===== src/inc/evt_cfg_pkg.sv =====
package evt_cfg_pkg;

    // Register indices as printed; the register port addresses 16-bit words.
    localparam int ADDR_W = 10;
    localparam logic [ADDR_W-1:0] IRQ_EN_TWO_ADDR = 10'h004;
    localparam logic [ADDR_W-1:0] ZC_SETUP_ADDR = 10'h007;
    localparam logic [ADDR_W-1:0] DIP_LIMIT_ADDR = 10'h008;
    localparam logic [ADDR_W-1:0] MISSING_LIMIT_ADDR = 10'h009;
    localparam logic [ADDR_W-1:0] N_COMP_LIMIT_ADDR = 10'h00a;
    localparam logic [ADDR_W-1:0] N_MEAS_LIMIT_ADDR = 10'h00b;
    localparam logic [ADDR_W-1:0] V_DIST_LIMIT_ADDR = 10'h00c;
    localparam logic [ADDR_W-1:0] I_DIST_LIMIT_ADDR = 10'h00d;

    // Values after reset.
    localparam logic [15:0] IRQ_EN_TWO_RST = 16'h0000;
    localparam logic [15:0] ZC_SETUP_RST = 16'h0001;
    localparam logic [15:0] DIP_LIMIT_RST = 16'h0000;
    localparam logic [15:0] MISSING_LIMIT_RST = 16'h0000;
    localparam logic [15:0] N_COMP_LIMIT_RST = 16'hffff;
    localparam logic [15:0] N_MEAS_LIMIT_RST = 16'hffff;
    localparam logic [15:0] V_DIST_LIMIT_RST = 16'hffff;
    localparam logic [15:0] I_DIST_LIMIT_RST = 16'hffff;

    // Writable bits; every other position is reserved.
    localparam logic [15:0] IRQ_EN_TWO_MASK = 16'hceff;
    localparam logic [15:0] ZC_SETUP_MASK = 16'hffff;

    // Bit positions in the enable and status words.
    localparam int MEAS_NEUTRAL_BIT = 15;
    localparam int COMP_NEUTRAL_BIT = 14;
    localparam int V_DIST_BIT = 11;
    localparam int I_DIST_BIT = 10;
    localparam int HARMONIC_BIT = 9;

    // Field positions in the zero-crossing setup word.
    localparam int ZC_OFF_BIT = 0;
    localparam int ZC_MODE_LSB = 1;
    localparam int ZC_SRC_LSB = 7;
    localparam int ZC_PINS = 3;

    // Edge modes of a crossing pin.
    localparam logic [1:0] ZC_RISING = 2'h0;
    localparam logic [1:0] ZC_FALLING = 2'h1;
    localparam logic [1:0] ZC_BOTH = 2'h2;

    // Register port request from the serial front end.
    typedef struct packed {
        logic wr;
        logic rd;
        logic [ADDR_W-1:0] addr;
        logic [15:0] wdata;
    } reg_req_s;

    // Measured quantities compared against the limits.
    typedef struct packed {
        logic [15:0] neutral_computed;
        logic [15:0] neutral_measured;
        logic [2:0][15:0] voltage_thd;
        logic [2:0][15:0] current_thd;
    } meas_s;

endpackage : evt_cfg_pkg


===== src/core/evt_cfg_regs.sv =====
`timescale 1ns/1ps

module evt_cfg_regs (
    input wire logic CORE_CLK_I, // System clock, 125 MHz.
    input wire logic RSTN_I, // Asynchronous reset, active low.
    input wire evt_cfg_pkg::reg_req_s REQ_I, // Register port request.
    output logic [15:0] RDATA_O, // Read data, registered.
    output logic RVALID_O, // Read data valid, one-cycle pulse.
    input wire logic [15:0] STATUS_TWO_I, // Current status word two.
    output logic INTERRUPT_OUT_TWO_O, // Interrupt two, active high.
    input wire evt_cfg_pkg::meas_s MEAS_I, // Measured quantities.
    output logic MEASURED_NEUTRAL_OVER_FLAG_O, // Measured neutral over.
    output logic COMPUTED_NEUTRAL_OVER_FLAG_O, // Computed neutral over.
    output logic VOLTAGE_DISTORTION_OVER_FLAG_O, // Voltage THD over.
    output logic CURRENT_DISTORTION_OVER_FLAG_O, // Current THD over.
    input wire logic [5:0] WAVE_SIGN_I, // Ia Ib Ic Ua Ub Uc, 1 = positive.
    output logic [2:0] CROSSING_PIN_O, // Crossing pulses, one cycle.
    output logic [15:0] VOLTAGE_DIP_LIMIT_O, // Sag detector limit.
    output logic [15:0] PHASE_MISSING_LIMIT_O // Phase loss limit.
);
    import evt_cfg_pkg::*;

    ////////////////////////////////////////////////////////////////////////
    // Register file.

    logic [15:0] irq_en_q, irq_en_d;
    logic [15:0] zc_setup_q, zc_setup_d;
    logic [15:0] dip_limit_q, dip_limit_d;
    logic [15:0] missing_limit_q, missing_limit_d;
    logic [15:0] n_comp_limit_q, n_comp_limit_d;
    logic [15:0] n_meas_limit_q, n_meas_limit_d;
    logic [15:0] v_dist_limit_q, v_dist_limit_d;
    logic [15:0] i_dist_limit_q, i_dist_limit_d;
    logic [15:0] rdata_q, rdata_d;
    logic rvalid_q, rvalid_d;

    // Writes land on the next edge; reserved positions are masked off so a
    // careless host cannot make them read back as ones.
    always_comb begin
        irq_en_d = irq_en_q;
        zc_setup_d = zc_setup_q;
        dip_limit_d = dip_limit_q;
        missing_limit_d = missing_limit_q;
        n_comp_limit_d = n_comp_limit_q;
        n_meas_limit_d = n_meas_limit_q;
        v_dist_limit_d = v_dist_limit_q;
        i_dist_limit_d = i_dist_limit_q;
        if (REQ_I.wr) begin
            unique case (REQ_I.addr)
                IRQ_EN_TWO_ADDR: begin
                    irq_en_d = REQ_I.wdata & IRQ_EN_TWO_MASK;
                end
                ZC_SETUP_ADDR: begin
                    zc_setup_d = REQ_I.wdata & ZC_SETUP_MASK;
                end
                DIP_LIMIT_ADDR: begin
                    dip_limit_d = REQ_I.wdata;
                end
                MISSING_LIMIT_ADDR: begin
                    missing_limit_d = REQ_I.wdata;
                end
                N_COMP_LIMIT_ADDR: begin
                    n_comp_limit_d = REQ_I.wdata;
                end
                N_MEAS_LIMIT_ADDR: begin
                    n_meas_limit_d = REQ_I.wdata;
                end
                V_DIST_LIMIT_ADDR: begin
                    v_dist_limit_d = REQ_I.wdata;
                end
                I_DIST_LIMIT_ADDR: begin
                    i_dist_limit_d = REQ_I.wdata;
                end
                default: begin
                    // Unmapped write is dropped.
                end
            endcase
        end
    end

    // Read mux; unmapped addresses and reserved bits answer zero.
    always_comb begin
        rvalid_d = REQ_I.rd;
        rdata_d = 16'h0000;
        if (REQ_I.rd) begin
            unique case (REQ_I.addr)
                IRQ_EN_TWO_ADDR: rdata_d = irq_en_q;
                ZC_SETUP_ADDR: rdata_d = zc_setup_q;
                DIP_LIMIT_ADDR: rdata_d = dip_limit_q;
                MISSING_LIMIT_ADDR: rdata_d = missing_limit_q;
                N_COMP_LIMIT_ADDR: rdata_d = n_comp_limit_q;
                N_MEAS_LIMIT_ADDR: rdata_d = n_meas_limit_q;
                V_DIST_LIMIT_ADDR: rdata_d = v_dist_limit_q;
                I_DIST_LIMIT_ADDR: rdata_d = i_dist_limit_q;
                default: rdata_d = 16'h0000;
            endcase
        end
    end

    // Register stage for the configuration words and the read answer.
    always_ff @(posedge CORE_CLK_I or negedge RSTN_I) begin
        if (!RSTN_I) begin
            irq_en_q <= IRQ_EN_TWO_RST;
            zc_setup_q <= ZC_SETUP_RST;
            dip_limit_q <= DIP_LIMIT_RST;
            missing_limit_q <= MISSING_LIMIT_RST;
            n_comp_limit_q <= N_COMP_LIMIT_RST;
            n_meas_limit_q <= N_MEAS_LIMIT_RST;
            v_dist_limit_q <= V_DIST_LIMIT_RST;
            i_dist_limit_q <= I_DIST_LIMIT_RST;
            rdata_q <= 16'h0000;
            rvalid_q <= 1'b0;
        end else begin
            irq_en_q <= irq_en_d;
            zc_setup_q <= zc_setup_d;
            dip_limit_q <= dip_limit_d;
            missing_limit_q <= missing_limit_d;
            n_comp_limit_q <= n_comp_limit_d;
            n_meas_limit_q <= n_meas_limit_d;
            v_dist_limit_q <= v_dist_limit_d;
            i_dist_limit_q <= i_dist_limit_d;
            rdata_q <= rdata_d;
            rvalid_q <= rvalid_d;
        end
    end

    assign RDATA_O = rdata_q;
    assign RVALID_O = rvalid_q;
    assign VOLTAGE_DIP_LIMIT_O = dip_limit_q;
    assign PHASE_MISSING_LIMIT_O = missing_limit_q;

    ////////////////////////////////////////////////////////////////////////
    // Threshold comparators.

    logic meas_over_q, meas_over_d;
    logic comp_over_q, comp_over_d;
    logic v_over_q, v_over_d;
    logic i_over_q, i_over_d;
    logic [2:0] v_phase_over;
    logic [2:0] i_phase_over;

    // Each phase is compared on its own; one phase over is enough.
    genvar ph;
    generate
        for (ph = 0; ph < 3; ph++) begin : g_phase
            assign v_phase_over[ph] =
                MEAS_I.voltage_thd[ph] > v_dist_limit_q;
            assign i_phase_over[ph] =
                MEAS_I.current_thd[ph] > i_dist_limit_q;
        end
    endgenerate

    // Flags follow the comparison as a level, and only while enabled, so a
    // disabled event never reaches the status word.
    always_comb begin
        meas_over_d = irq_en_q[MEAS_NEUTRAL_BIT]
            & (MEAS_I.neutral_measured > n_meas_limit_q);
        comp_over_d = irq_en_q[COMP_NEUTRAL_BIT]
            & (MEAS_I.neutral_computed > n_comp_limit_q);
        v_over_d = irq_en_q[V_DIST_BIT] & (|v_phase_over);
        i_over_d = irq_en_q[I_DIST_BIT] & (|i_phase_over);
    end

    // Registered so the flags leave the block glitch free.
    always_ff @(posedge CORE_CLK_I or negedge RSTN_I) begin
        if (!RSTN_I) begin
            meas_over_q <= 1'b0;
            comp_over_q <= 1'b0;
            v_over_q <= 1'b0;
            i_over_q <= 1'b0;
        end else begin
            meas_over_q <= meas_over_d;
            comp_over_q <= comp_over_d;
            v_over_q <= v_over_d;
            i_over_q <= i_over_d;
        end
    end

    assign MEASURED_NEUTRAL_OVER_FLAG_O = meas_over_q;
    assign COMPUTED_NEUTRAL_OVER_FLAG_O = comp_over_q;
    assign VOLTAGE_DISTORTION_OVER_FLAG_O = v_over_q;
    assign CURRENT_DISTORTION_OVER_FLAG_O = i_over_q;

    ////////////////////////////////////////////////////////////////////////
    // Interrupt two.

    logic [15:0] irq_gate;
    logic irq_two_q, irq_two_d;

    // Per-bit gating of the status word by its enable.
    always_comb begin
        irq_gate = 16'h0000;
        irq_gate[MEAS_NEUTRAL_BIT] = irq_en_q[MEAS_NEUTRAL_BIT];
        irq_gate[COMP_NEUTRAL_BIT] = irq_en_q[COMP_NEUTRAL_BIT];
        irq_gate[V_DIST_BIT] = irq_en_q[V_DIST_BIT];
        irq_gate[I_DIST_BIT] = irq_en_q[I_DIST_BIT];
        irq_gate[HARMONIC_BIT] = irq_en_q[HARMONIC_BIT];
        irq_gate[7:0] = irq_en_q[7:0];
        irq_two_d = |(STATUS_TWO_I & irq_gate);
    end

    // Registered so the pin never glitches while the mask is rewritten.
    always_ff @(posedge CORE_CLK_I or negedge RSTN_I) begin
        if (!RSTN_I) begin
            irq_two_q <= 1'b0;
        end else begin
            irq_two_q <= irq_two_d;
        end
    end

    assign INTERRUPT_OUT_TWO_O = irq_two_q;

    ////////////////////////////////////////////////////////////////////////
    // Zero-crossing pins.

    logic [5:0] sign_q, sign_d;
    logic [5:0] rise;
    logic [5:0] fall;
    logic [2:0] zc_q, zc_d;

    // The sign inputs come from the datapath on this clock, so no
    // synchroniser; the previous sample yields both edge kinds.
    always_comb begin
        sign_d = WAVE_SIGN_I;
        rise = WAVE_SIGN_I & ~sign_q;
        fall = ~WAVE_SIGN_I & sign_q;
    end

    genvar pin;
    generate
        for (pin = 0; pin < ZC_PINS; pin++) begin : g_pin
            logic [2:0] src;
            logic [1:0] mode;
            logic [2:0] idx;
            logic hit;
            assign src = zc_setup_q[ZC_SRC_LSB + 3*pin +: 3];
            assign mode = zc_setup_q[ZC_MODE_LSB + 2*pin +: 2];
            // Voltages sit at 0..2, currents at 3..5 of the sign vector.
            assign idx = src[2] ? ({1'b0, src[1:0]} + 3'h3) : {1'b0, src[1:0]};
            // Codes 011 and 111 hold the pin low.
            always_comb begin
                hit = 1'b0;
                if (src[1:0] != 2'h3) begin
                    unique case (mode)
                        ZC_RISING: hit = rise[idx];
                        ZC_FALLING: hit = fall[idx];
                        ZC_BOTH: hit = rise[idx] | fall[idx];
                        default: hit = 1'b0;
                    endcase
                end
                zc_d[pin] = hit & ~zc_setup_q[ZC_OFF_BIT];
            end
        end
    endgenerate

    // Sign history and pin pulses.
    always_ff @(posedge CORE_CLK_I or negedge RSTN_I) begin
        if (!RSTN_I) begin
            sign_q <= 6'h00;
            zc_q <= 3'h0;
        end else begin
            sign_q <= sign_d;
            zc_q <= zc_d;
        end
    end

    assign CROSSING_PIN_O = zc_q;

endmodule : evt_cfg_regs


===== config.mk =====
export PLATFORM = sky130hd
export DESIGN_NAME = evt_cfg_regs
export DESIGN_NICKNAME = d
export VERILOG_FILES = /design/src/inc/evt_cfg_pkg.sv /design/src/core/evt_cfg_regs.sv
export SDC_FILE = /design/constraint.sdc
export NUM_CORES = 1
export LEC_CHECK = 0
export BUFFER_PORTS_ARGS = -buffer_cell sky130_fd_sc_hd__buf_2
export CORE_ASPECT_RATIO = 0.8
export CORE_MARGIN = 2
export CORE_UTILIZATION = 50
export DETAILED_ROUTE_END_ITERATION = 10
export PLACE_DENSITY = 0.84
export SETUP_SLACK_MARGIN = 0.02
export SLEW_MARGIN = 30
export SYNTH_ARGS = -nofsm -noshare
export SYNTH_HDL_FRONTEND = slang
export SYNTH_SLANG_ARGS = --single-unit

===== constraint.sdc =====
create_clock -name CORE_CLK_I -period 2.6 [get_ports CORE_CLK_I]
set_input_delay 0.13 -clock CORE_CLK_I [delete_from_list [all_inputs] [get_ports CORE_CLK_I]]
set_output_delay 0.13 -clock CORE_CLK_I [all_outputs]
set_load 0.005 [all_outputs]

Word-level counts from Yosys, hierarchy flattened
Cells that the tools add are included.
{"block": "word_totals", "input_bits": 180, "ff_bits": 156, "output_inout_bits": 57}
{"block": "classes", "mux": 23, "eq_ne": 17, "order_cmp": 11, "n_addsub": 3, "bitwise_logic": 16, "n_reduce_logical": 14}
{"cell": "$gt 16x16->1", "count": 8}
{"cell": "$pmux 16 s8", "count": 1}
{"cell": "$eq 10x4->1 const B", "count": 6}
{"cell": "$eq 10x3->1 const B", "count": 2}
{"cell": "$bmux 1 s3", "count": 6}
{"cell": "$and 16x16->16", "count": 1}
{"cell": "$mux 16", "count": 1}
{"cell": "$reduce_and 2->1", "count": 8}
{"cell": "$reduce_or 16->1", "count": 1}
{"cell": "$and 6x6->6", "count": 2}
{"cell": "$lt 3x4->1 const B", "count": 3}
{"cell": "$not 6->6", "count": 2}
{"cell": "$add 2x2->3 const B", "count": 3}
{"cell": "$mux 1", "count": 9}
{"cell": "$mux 3", "count": 3}
{"cell": "$pmux 1 s3", "count": 3}
{"cell": "$and 1x1->1", "count": 7}
{"cell": "$eq 2x1->1 const B", "count": 3}
{"cell": "$eq 2x2->1 const B", "count": 3}
{"cell": "$logic_not 2->1", "count": 3}
{"cell": "$ne 2x2->1 const B", "count": 3}
{"cell": "$reduce_or 3->1", "count": 2}
{"cell": "$or 1x1->1", "count": 3}
{"cell": "$not 1->1", "count": 1}

Longest topological paths before layout
Gate-level depths: netlist of the first run.
{"block": "depth", "depth_word": 8, "ltp_mapped": 8}

Worst setup path before layout of the first run
OpenSTA, ideal clock, no wires.
{"block": "synth_timing", "path_type": "reg2reg", "from": "register v_dist_limit_q[7]", "to": "register v_over_q, in the netlist VOLTAGE_DISTORTION_OVER_FLAG_O", "arrival_ns": 1.859, "setup_slack_ns": 0.610, "stages_incl_launch_ff": 8, "period_less_slack_ns": 1.990, "n_path_buf": 0, "required_time_ns": 2.469, "cell_sequence": "dfstp_2 -> inv_1 -> ha_1 -> nand4_1 -> or3_1 -> o21ai_0 -> a21oi_1 -> or3_1"}
{"block": "synth_between", "elab_chain_cells": 3, "word_cells_on_any_way": 5, "cone_classes": "order compare (3); bitwise (1); reduce/logical (1)"}
{"element": "start: declaration", "line_no": "evt_cfg_regs.sv:32", "source": "logic [15:0] v_dist_limit_q, v_dist_limit_d;"}
{"element": "start signal: assignment", "line_no": "evt_cfg_regs.sv:120", "source": "v_dist_limit_q <= v_dist_limit_d;"}
{"element": "$gt 16x16->1", "line_no": "evt_cfg_regs.sv:147", "source": "MEAS_I.voltage_thd[ph] > v_dist_limit_q;"}
{"element": "$reduce_or 3->1 (*)", "line_no": "evt_cfg_regs.sv:160", "source": "v_over_d = irq_en_q[V_DIST_BIT] & (|v_phase_over);"}
{"element": "$and 1x1->1 (*)", "line_no": "evt_cfg_regs.sv:160"}
{"element": "net v_over_d", "line_no": "evt_cfg_regs.sv:137", "source": "logic v_over_q, v_over_d;"}
{"element": "end signal: assignment", "line_no": "evt_cfg_regs.sv:174", "source": "v_over_q <= v_over_d;"}
{"element": "end: declaration", "line_no": "evt_cfg_regs.sv:137"}
The timed path passes the listed nets; every way through them passes the cells marked *.
A chain may end at the register's enable or synchronous reset.

Worst setup path in the final report of the first run
{"block": "layout_timing", "from": "register irq_en_q[7]", "to": "register irq_two_q, in the netlist INTERRUPT_OUT_TWO_O"}
{"block": "layout_between", "elab_chain_cells": 2}
{"element": "start: declaration", "line_no": "evt_cfg_regs.sv:26", "source": "logic [15:0] irq_en_q, irq_en_d;"}
{"element": "start signal: assignment", "line_no": "evt_cfg_regs.sv:114", "source": "irq_en_q <= irq_en_d;"}
{"element": "$and 16x16->16", "line_no": "evt_cfg_regs.sv:199", "source": "irq_two_d = |(STATUS_TWO_I & irq_gate);"}
{"element": "$reduce_or 16->1", "line_no": "evt_cfg_regs.sv:199"}
{"element": "net irq_two_d", "line_no": "evt_cfg_regs.sv:188", "source": "logic irq_two_q, irq_two_d;"}
{"element": "end signal: assignment", "line_no": "evt_cfg_regs.sv:207", "source": "irq_two_q <= irq_two_d;"}
{"element": "end: declaration", "line_no": "evt_cfg_regs.sv:188"}
The timed path passes the listed nets, and every way through them passes these cells.

==> reports/metrics.cfg, run 1 <==
[logic_synthesis]
yosysUniqueCellTypes = 54
netlist.area_leader.share_pct = 22.3
syn-num-nets = 1268
synthCells = 954
synth_area_leaders = dfrtp_1 22%, dfstp_2 17%, ha_1 16%
synth.avg_cell_area_um2 = 10.7
async_flop_share_pct = 100
synth.cell_area_um2 = 10200
yosys_warnings = 0
yosys.area.top_type = dfrtp_1
synth_edf_count = 0
synth_seq_cells = 156
synth_ff_type = dfrtp_1
ys_seq_area_share_pct = 39.0

[placement]
io_buffers = 233
dpl.hpwl_um = 25600
place.gp.congestion = 0.960

[global_route]
overflow = 0
grt_max_degree = 74
grt_pass1_vias = 9118
grt_antenna_before_repair = 1
grt_pass1_wl_um = 50100
grt_usage_pct = 30.2

[timing]
setup_viol = 0
fin_crit_ps = 2410
relSlewSlack_pct = 49.1
fmax_ghz = 0.415
skew_ps = 7.94
fin_setup_tns_ps = 0
worst_slew_pin_slew_ps = 764
fin_crit_sh_pct = 92.7
rsz0062_at_grt = no
maxSlewViolCount = 0
hold_viol = 0

[clock_tree]
htreeDepth = 4
clock_sinks = 156
cts-buffers-inserted = 17
path_clk_slew_ps = 70
clk_path_buf_depth = 2
post-cts-setup-buffers = 0
cts_root_buffer = clkbuf_16
ctsResizeCount = 0
clock_latency_ps = 430
cts_tree = done

[worst_setup_path]
path_cells = a22oi_1 -> nand2_1 -> a221oi_1 -> dlygate4sd3_1 -> nand3_1 -> dlygate4sd3_1
critPathMaxStageDelay_ps = 600
start_kind = flop
crit_top_cell = dlygate4sd3_1
critPathRequiredTime_ps = 2900
worst-path-max-fanout = 3
endpoint_kind = flop
cp_slowest_cell = dlygate4sd3_1
worst-endpoint-arrival_ps = 2710
critPathKind = flop to flop

[power_and_ir_drop]
vdd_ir_drop_max_uv = 346
internal_power_w = 0.00444
combPwrFrac_pct = 12.0
p_seq_share_pct = 42.7
finalPower_w = 0.00591
swShare_pct = 24.9
power.density_nw_per_um2 = 471
clkPwrFrac_pct = 45.3
power.switching_w = 0.00147
leakage_nw = 5.82

[route]
via_count = 9159
viasPerCell = 6.13
drt_pre_antenna_iters = 6
drc = 0
ant_nets = 0
drt_iter0_drc = 850
wl_um = 32500
avgRoutedWirePerCell_um = 21.8

[floorplanning]
io_pins = 237
start_util_pct = 51.3
die-width_um = 164
rows = 46
fp.coreArea_um2 = 19900
die_h_um = 132
die-area_um2 = 21600

[finish]
antenna_cells = 0
drive_above_1_share_pct = 40.1
layout.nets = 1530
areaGrowthSynthToFinish_pct = 22.7

[flow_run]
drv_cap = 0

[run_status]
status = finished, final reports clean

[min_path]
hold_class = input port to flop

-- metal layers --
| layer | global-route usage [%] | part of all wire, % | wire length (um) |
|---|---|---|---|
| met1 | 41.4 | 42 | 13600 |
| met2 | 46.0 | 44 | 14300 |
| met3 | 8.59 | 11 | 3630 |
| met4 | 10.2 | 3.0 | 975 |
| met5 | 0 | 0.040 | 13 |
-- cell usage after synthesis, drive strengths merged (7+ instances only) --
master  instances
a21o           12
a21oi          76
a221oi         14
a222oi          8
a22oi          29
a31oi           8
buf            15
clkbuf          7
dfrtp          91
dfstp          65
ha            134
inv            82
mux2          127
mux2i          18
nand2          46
nand2b         12
nand3          16
nand4          31
nor2           33
nor2b          17
o211ai          7
o21ai          40
-- worst max-delay path: cells and delay by family (launching register included) --
kind	cells	cell delay (ps)
simple gates	2	170
compound gates	2	530
flops	1	410
buf+inv	2	1180
-- metrics by stage --
step / cell area [um^2] / utilization [%] / hold WS (ps) / setup slack [ps] / instances
after detailed placement: 11800 / 59.2 / 96.5 / 339 / 1450
after global routing: 12500 / 63.0 / 88.8 / 146 / 1493
after floorplan: 10200 / - / -166 / 610 / 954
after global placement: 11800 / 59.2 / 94.4 / 324 / 1450
after CTS: 12500 / 63.0 / 83.7 / 245 / 1493
final: 12500 / 63.0 / 86.7 / 189 / 1493
-- cell families (layout without fill, tap and decap cells) --
kind of cell / Yosys count / in the layout / share of synthesized area, %
adder cells (fa/ha/maj): 134 / 134 / 16.4
multiplexers: 145 / 145 / 15.8
flip-flops: 156 / 156 / 39.0
XOR/XNOR: 6 / 6 / 0.515
buffers and inverters: 104 / 379 / 4.01
AO/OA/AOI/OAI: 230 / 230 / 14.6
AND/OR/NAND/NOR: 179 / 179 / 9.71
-- placed cells by master, fill, tap and decap left out, types with 12 or more instances in the layout --
| cell type | netlist | layout |
|---|---|---|
| mux2i_1 | 18 | 18 |
| mux2_2 | 127 | 127 |
| nand3_1 | 14 | 14 |
| buf_2 | 12 | 232 |
| nand2b_1 | 12 | 12 |
| clkbuf_16 | 0 | 17 |
| ha_1 | 134 | 134 |
| nor2_1 | 30 | 30 |
| a21oi_1 | 76 | 76 |
| a22oi_1 | 29 | 29 |
| a21o_1 | 12 | 12 |
| buf_4 | 1 | 20 |
| nor2b_1 | 17 | 17 |
| inv_1 | 82 | 82 |
| dfrtp_1 | 91 | 91 |
| o21ai_0 | 39 | 39 |
| nand2_1 | 41 | 41 |
| dfstp_2 | 65 | 65 |
| nand4_1 | 31 | 31 |
| a221oi_1 | 14 | 14 |
-- power by group through the flow --
| stage | combinational [W] | sequential (W) | clock [W] |
|---|---|---|---|
| floorplan | 0.000320 | 0.00255 | 0 |
| global placement | 0.000656 | 0.00256 | 0 |
| detailed placement | 0.000683 | 0.00256 | 0 |
| CTS | 0.000702 | 0.00252 | 0.00268 |
| global route | 0.000792 | 0.00253 | 0.00279 |
| finish | 0.000706 | 0.00252 | 0.00268 |
-- cell type report --
class / instances / area, um^2
timing repair buffer: 265 / 1450
clock buffer: 19 / 443
clock inverter: 13 / 190
multi-input combinational: 694 / 5830
tap: 264 / 330
fill: 1565 / 7380
inverter: 82 / 308
sequential: 156 / 3990
-- worst paths after layout --
kind / slack (ps) / cells after the start / startpoint / endpoint
setup / recovery: 190 / 6 / irq_en_q[7]$_DFFE_PN0P_ / INTERRUPT_OUT_TWO_O$_DFF_PN0_
hold / removal: 90 / 2 / REQ_I[5] / v_dist_limit_q[5]$_DFFE_PN1P_
setup reg to reg: 190 / 6 / irq_en_q[7]$_DFFE_PN0P_ / INTERRUPT_OUT_TWO_O$_DFF_PN0_
hold reg to reg: 530 / 1 / VOLTAGE_DIP_LIMIT_O[5]$_DFFE_PN0P_ / VOLTAGE_DIP_LIMIT_O[5]$_DFFE_PN0P_
max in group asynchronous: 1520 / 3 / RSTN_I / i_dist_limit_q[12]$_DFFE_PN1P_
min in group asynchronous: 200 / 2 / RSTN_I / INTERRUPT_OUT_TWO_O$_DFF_PN0_
-- timing repair --
| item | in CTS | in global routing |
|---|---|---|
| endpoints found under the setup margin | 0 | 0 |
| hold endpoints to repair | 53 | 0 |
| hold buffers | 11 | 0 |
-- flip-flops by register name, indices dropped and copies added, names as in the netlist --
name,flops
VOLTAGE_DIP_LIMIT_O,16
RDATA_O,16
sign_q,6
n_meas_limit_q,16
CURRENT_DISTORTION_OVER_FLAG_O,1
INTERRUPT_OUT_TWO_O,1
PHASE_MISSING_LIMIT_O,16
irq_en_q,13
v_dist_limit_q,16
VOLTAGE_DISTORTION_OVER_FLAG_O,1
i_dist_limit_q,16
zc_setup_q,16
RVALID_O,1
MEASURED_NEUTRAL_OVER_FLAG_O,1
CROSSING_PIN_O,3
n_comp_limit_q,16
COMPUTED_NEUTRAL_OVER_FLAG_O,1
Power figures use the tool's default switching activity.
==> inputs of run 2 (changes only) <==
CELL_PAD_IN_SITES_DETAIL_PLACEMENT = 1   (was default)
CELL_PAD_IN_SITES_GLOBAL_PLACEMENT = 2   (was default)
CORE_UTILIZATION = 35   (was 50)
PLACE_DENSITY = 0.91   (was 0.84)
==> reports/metrics.cfg, run 2 (synthesis gave the netlist of run 1 again) <==
[run_status]
status = finished, final reports clean

[placement]
place.gp.congestion = 0.928
dpl.hpwl_um = 30200
io_buffers = 233
post-place-ws_ps = 324
post-place-cells = 1559

[route]
drt_pre_antenna_iters = 9
wl_met3_um = 3020
avgRoutedWirePerCell_um = 23.5
viasPerCell = 5.66
dr_wl_met2_um = 16700
drc = 0
drt_iter0_drc = 646
wirelength_met1_um = 16700
highest_layer = met5
ant_nets = 0
via_count = 9062
wl_um = 37600

[worst_setup_path]
worst-endpoint-arrival_ps = 2650
crit_top_cell = inv_1
critPathMaxStageDelay_ps = 560
worst-path-buf-inv = 2
critPathKind = flop to flop
path_cells = inv_1 -> ha_1 -> nand4_1 -> nor4_1 -> inv_1 -> o21ai_0 -> a21oi_1 -> or3_1
cp_slowest_cell = dfstp_2
path_delay_family = simple AND/OR/NAND/NOR gates
critPathRequiredTime_ps = 2920
endpoint_kind = flop
worst-path-max-fanout = 3
start_kind = flop

[timing]
rsz0062_at_grt = no
worst_slew_pin_slew_ps = 762
fin_setup_tns_ps = 0
skew_ps = 10.2
worst_slack_ps = 273
maxSlewViolCount = 0
relSlewSlack_pct = 49.2
setup_viol = 0
fmax_ghz = 0.430
fin_crit_ps = 2330
hold_viol = 0
fin_crit_sh_pct = 89.5

[power_and_ir_drop]
internal_power_w = 0.00422
leakage_nw = 5.81
swShare_pct = 26.7
power.switching_w = 0.00153
p_seq_share_pct = 43.9
combPwrFrac_pct = 12.7
clkPwrFrac_pct = 43.4
vdd_ir_drop_max_uv = 377
power.density_nw_per_um2 = 455

[clock_tree]
clock_sinks = 156
path_clk_slew_ps = 70
clk_path_buf_depth = 2
cts-buffers-inserted = 17
ctsResizeCount = 0
htreeDepth = 4
clock_latency_ps = 440
cts_tree = done
cts_root_buffer = clkbuf_16

[finish]
layout.nets = 1533
finish.utilization_pct = 44.3
antenna_cells = 0
final_cells = 1602
areaGrowthSynthToFinish_pct = 23.7
final_common_cell = buf_2
drive_above_1_share_pct = 40.2
final_cell_mix = 232 x buf_2, 134 x ha_1, 127 x mux2_2

[global_route]
grt_usage_pct = 24.8
grt_antenna_before_repair = 1
grt_pass1_vias = 9556
overflow = 0
grt_max_degree = 78
grt_pass1_wl_um = 56700

[floorplanning]
die-area_um2 = 30600
rows = 55
io_pins = 237
die-width_um = 195
die_h_um = 157
fp.coreArea_um2 = 28500
start_util_pct = 35.8

[min_path]
hold_class = input port to flop

[flow_run]
drv_cap = 0

==> run 2: cell types whose count changed in the layout (fill, tap and decap cells not counted) <==
| cell | change |
|---|---|
| clkinv_2 | +1 |
| bufinv_16 | -2 |
| inv_4 | +1 |
| buf_4 | +3 |
| clkinvlp_4 | -1 |
| clkinv_4 | +1 |
| clkbuf_8 | -1 |
| clkbuf_1 | +1 |
==> run 2: layout make-up <==
class	instances	area [um^2]
Inverter	82	308
Clock buffer	19	433
Fill cell	3214	15900
Sequential cell	156	3990
Clock inverter	13	143
Timing Repair Buffer	268	1480
Tap cell	370	463
Multi-Input combinational cell	694	5830
==> run 2: stage by stage <==
stage          total power [W]  hold WS, ps  area, um^2
6_report               0.00575          122       12600
3_5_place_dp           0.00328          216       11900
4_1_cts                0.00577          111       12600
5_1_grt                0.00596          122       12600
3_3_place_gp           0.00324          203       11900
2_1_floorplan          0.00287         -166       10200
==> run 2: timing repair <==
action / 4_1_cts / 5_1_grt
endpoints found under the hold margin: 52 / 0
hold buffers: 11 / 0
setup buffers: 0 / 0
==> run 2: routing by layer <==
layer,vias up,global-route usage (%)
met5,-,0
met4,2,8.91
met3,80,7.03
met2,348,39.3
met1,4528,32.4
li1,4104,-
==> run 2: power groups by stage <==
stage	Sequential [W]	Combinational (W)	Clock [W]
after CTS	0.00252	0.000738	0.00251
after detailed placement	0.00256	0.000718	0
after floorplan	0.00255	0.000320	0
after global routing	0.00253	0.000827	0.00261
after global placement	0.00256	0.000683	0
final	0.00252	0.000733	0.00250
==> run 2: path summary, 6_finish.rpt <==
path	startpoint	end	slack, ps	depth (start not counted)
max in group asynchronous	RSTN_I	i_dist_limit_q[10]$_DFFE_PN1P_	1470	3
min in group asynchronous	RSTN_I	VOLTAGE_DIP_LIMIT_O[1]$_DFFE_PN0P_	280	2
worst max-delay path	v_dist_limit_q[11]$_DFFE_PN1P_	VOLTAGE_DISTORTION_OVER_FLAG_O$_DFF_PN0_	270	8
worst min register to register	PHASE_MISSING_LIMIT_O[11]$_DFFE_PN0P_	PHASE_MISSING_LIMIT_O[11]$_DFFE_PN0P_	540	1
worst max register to register	v_dist_limit_q[11]$_DFFE_PN1P_	VOLTAGE_DISTORTION_OVER_FLAG_O$_DFF_PN0_	270	8
worst min-delay path	REQ_I[9]	v_dist_limit_q[9]$_DFFE_PN1P_	120	2
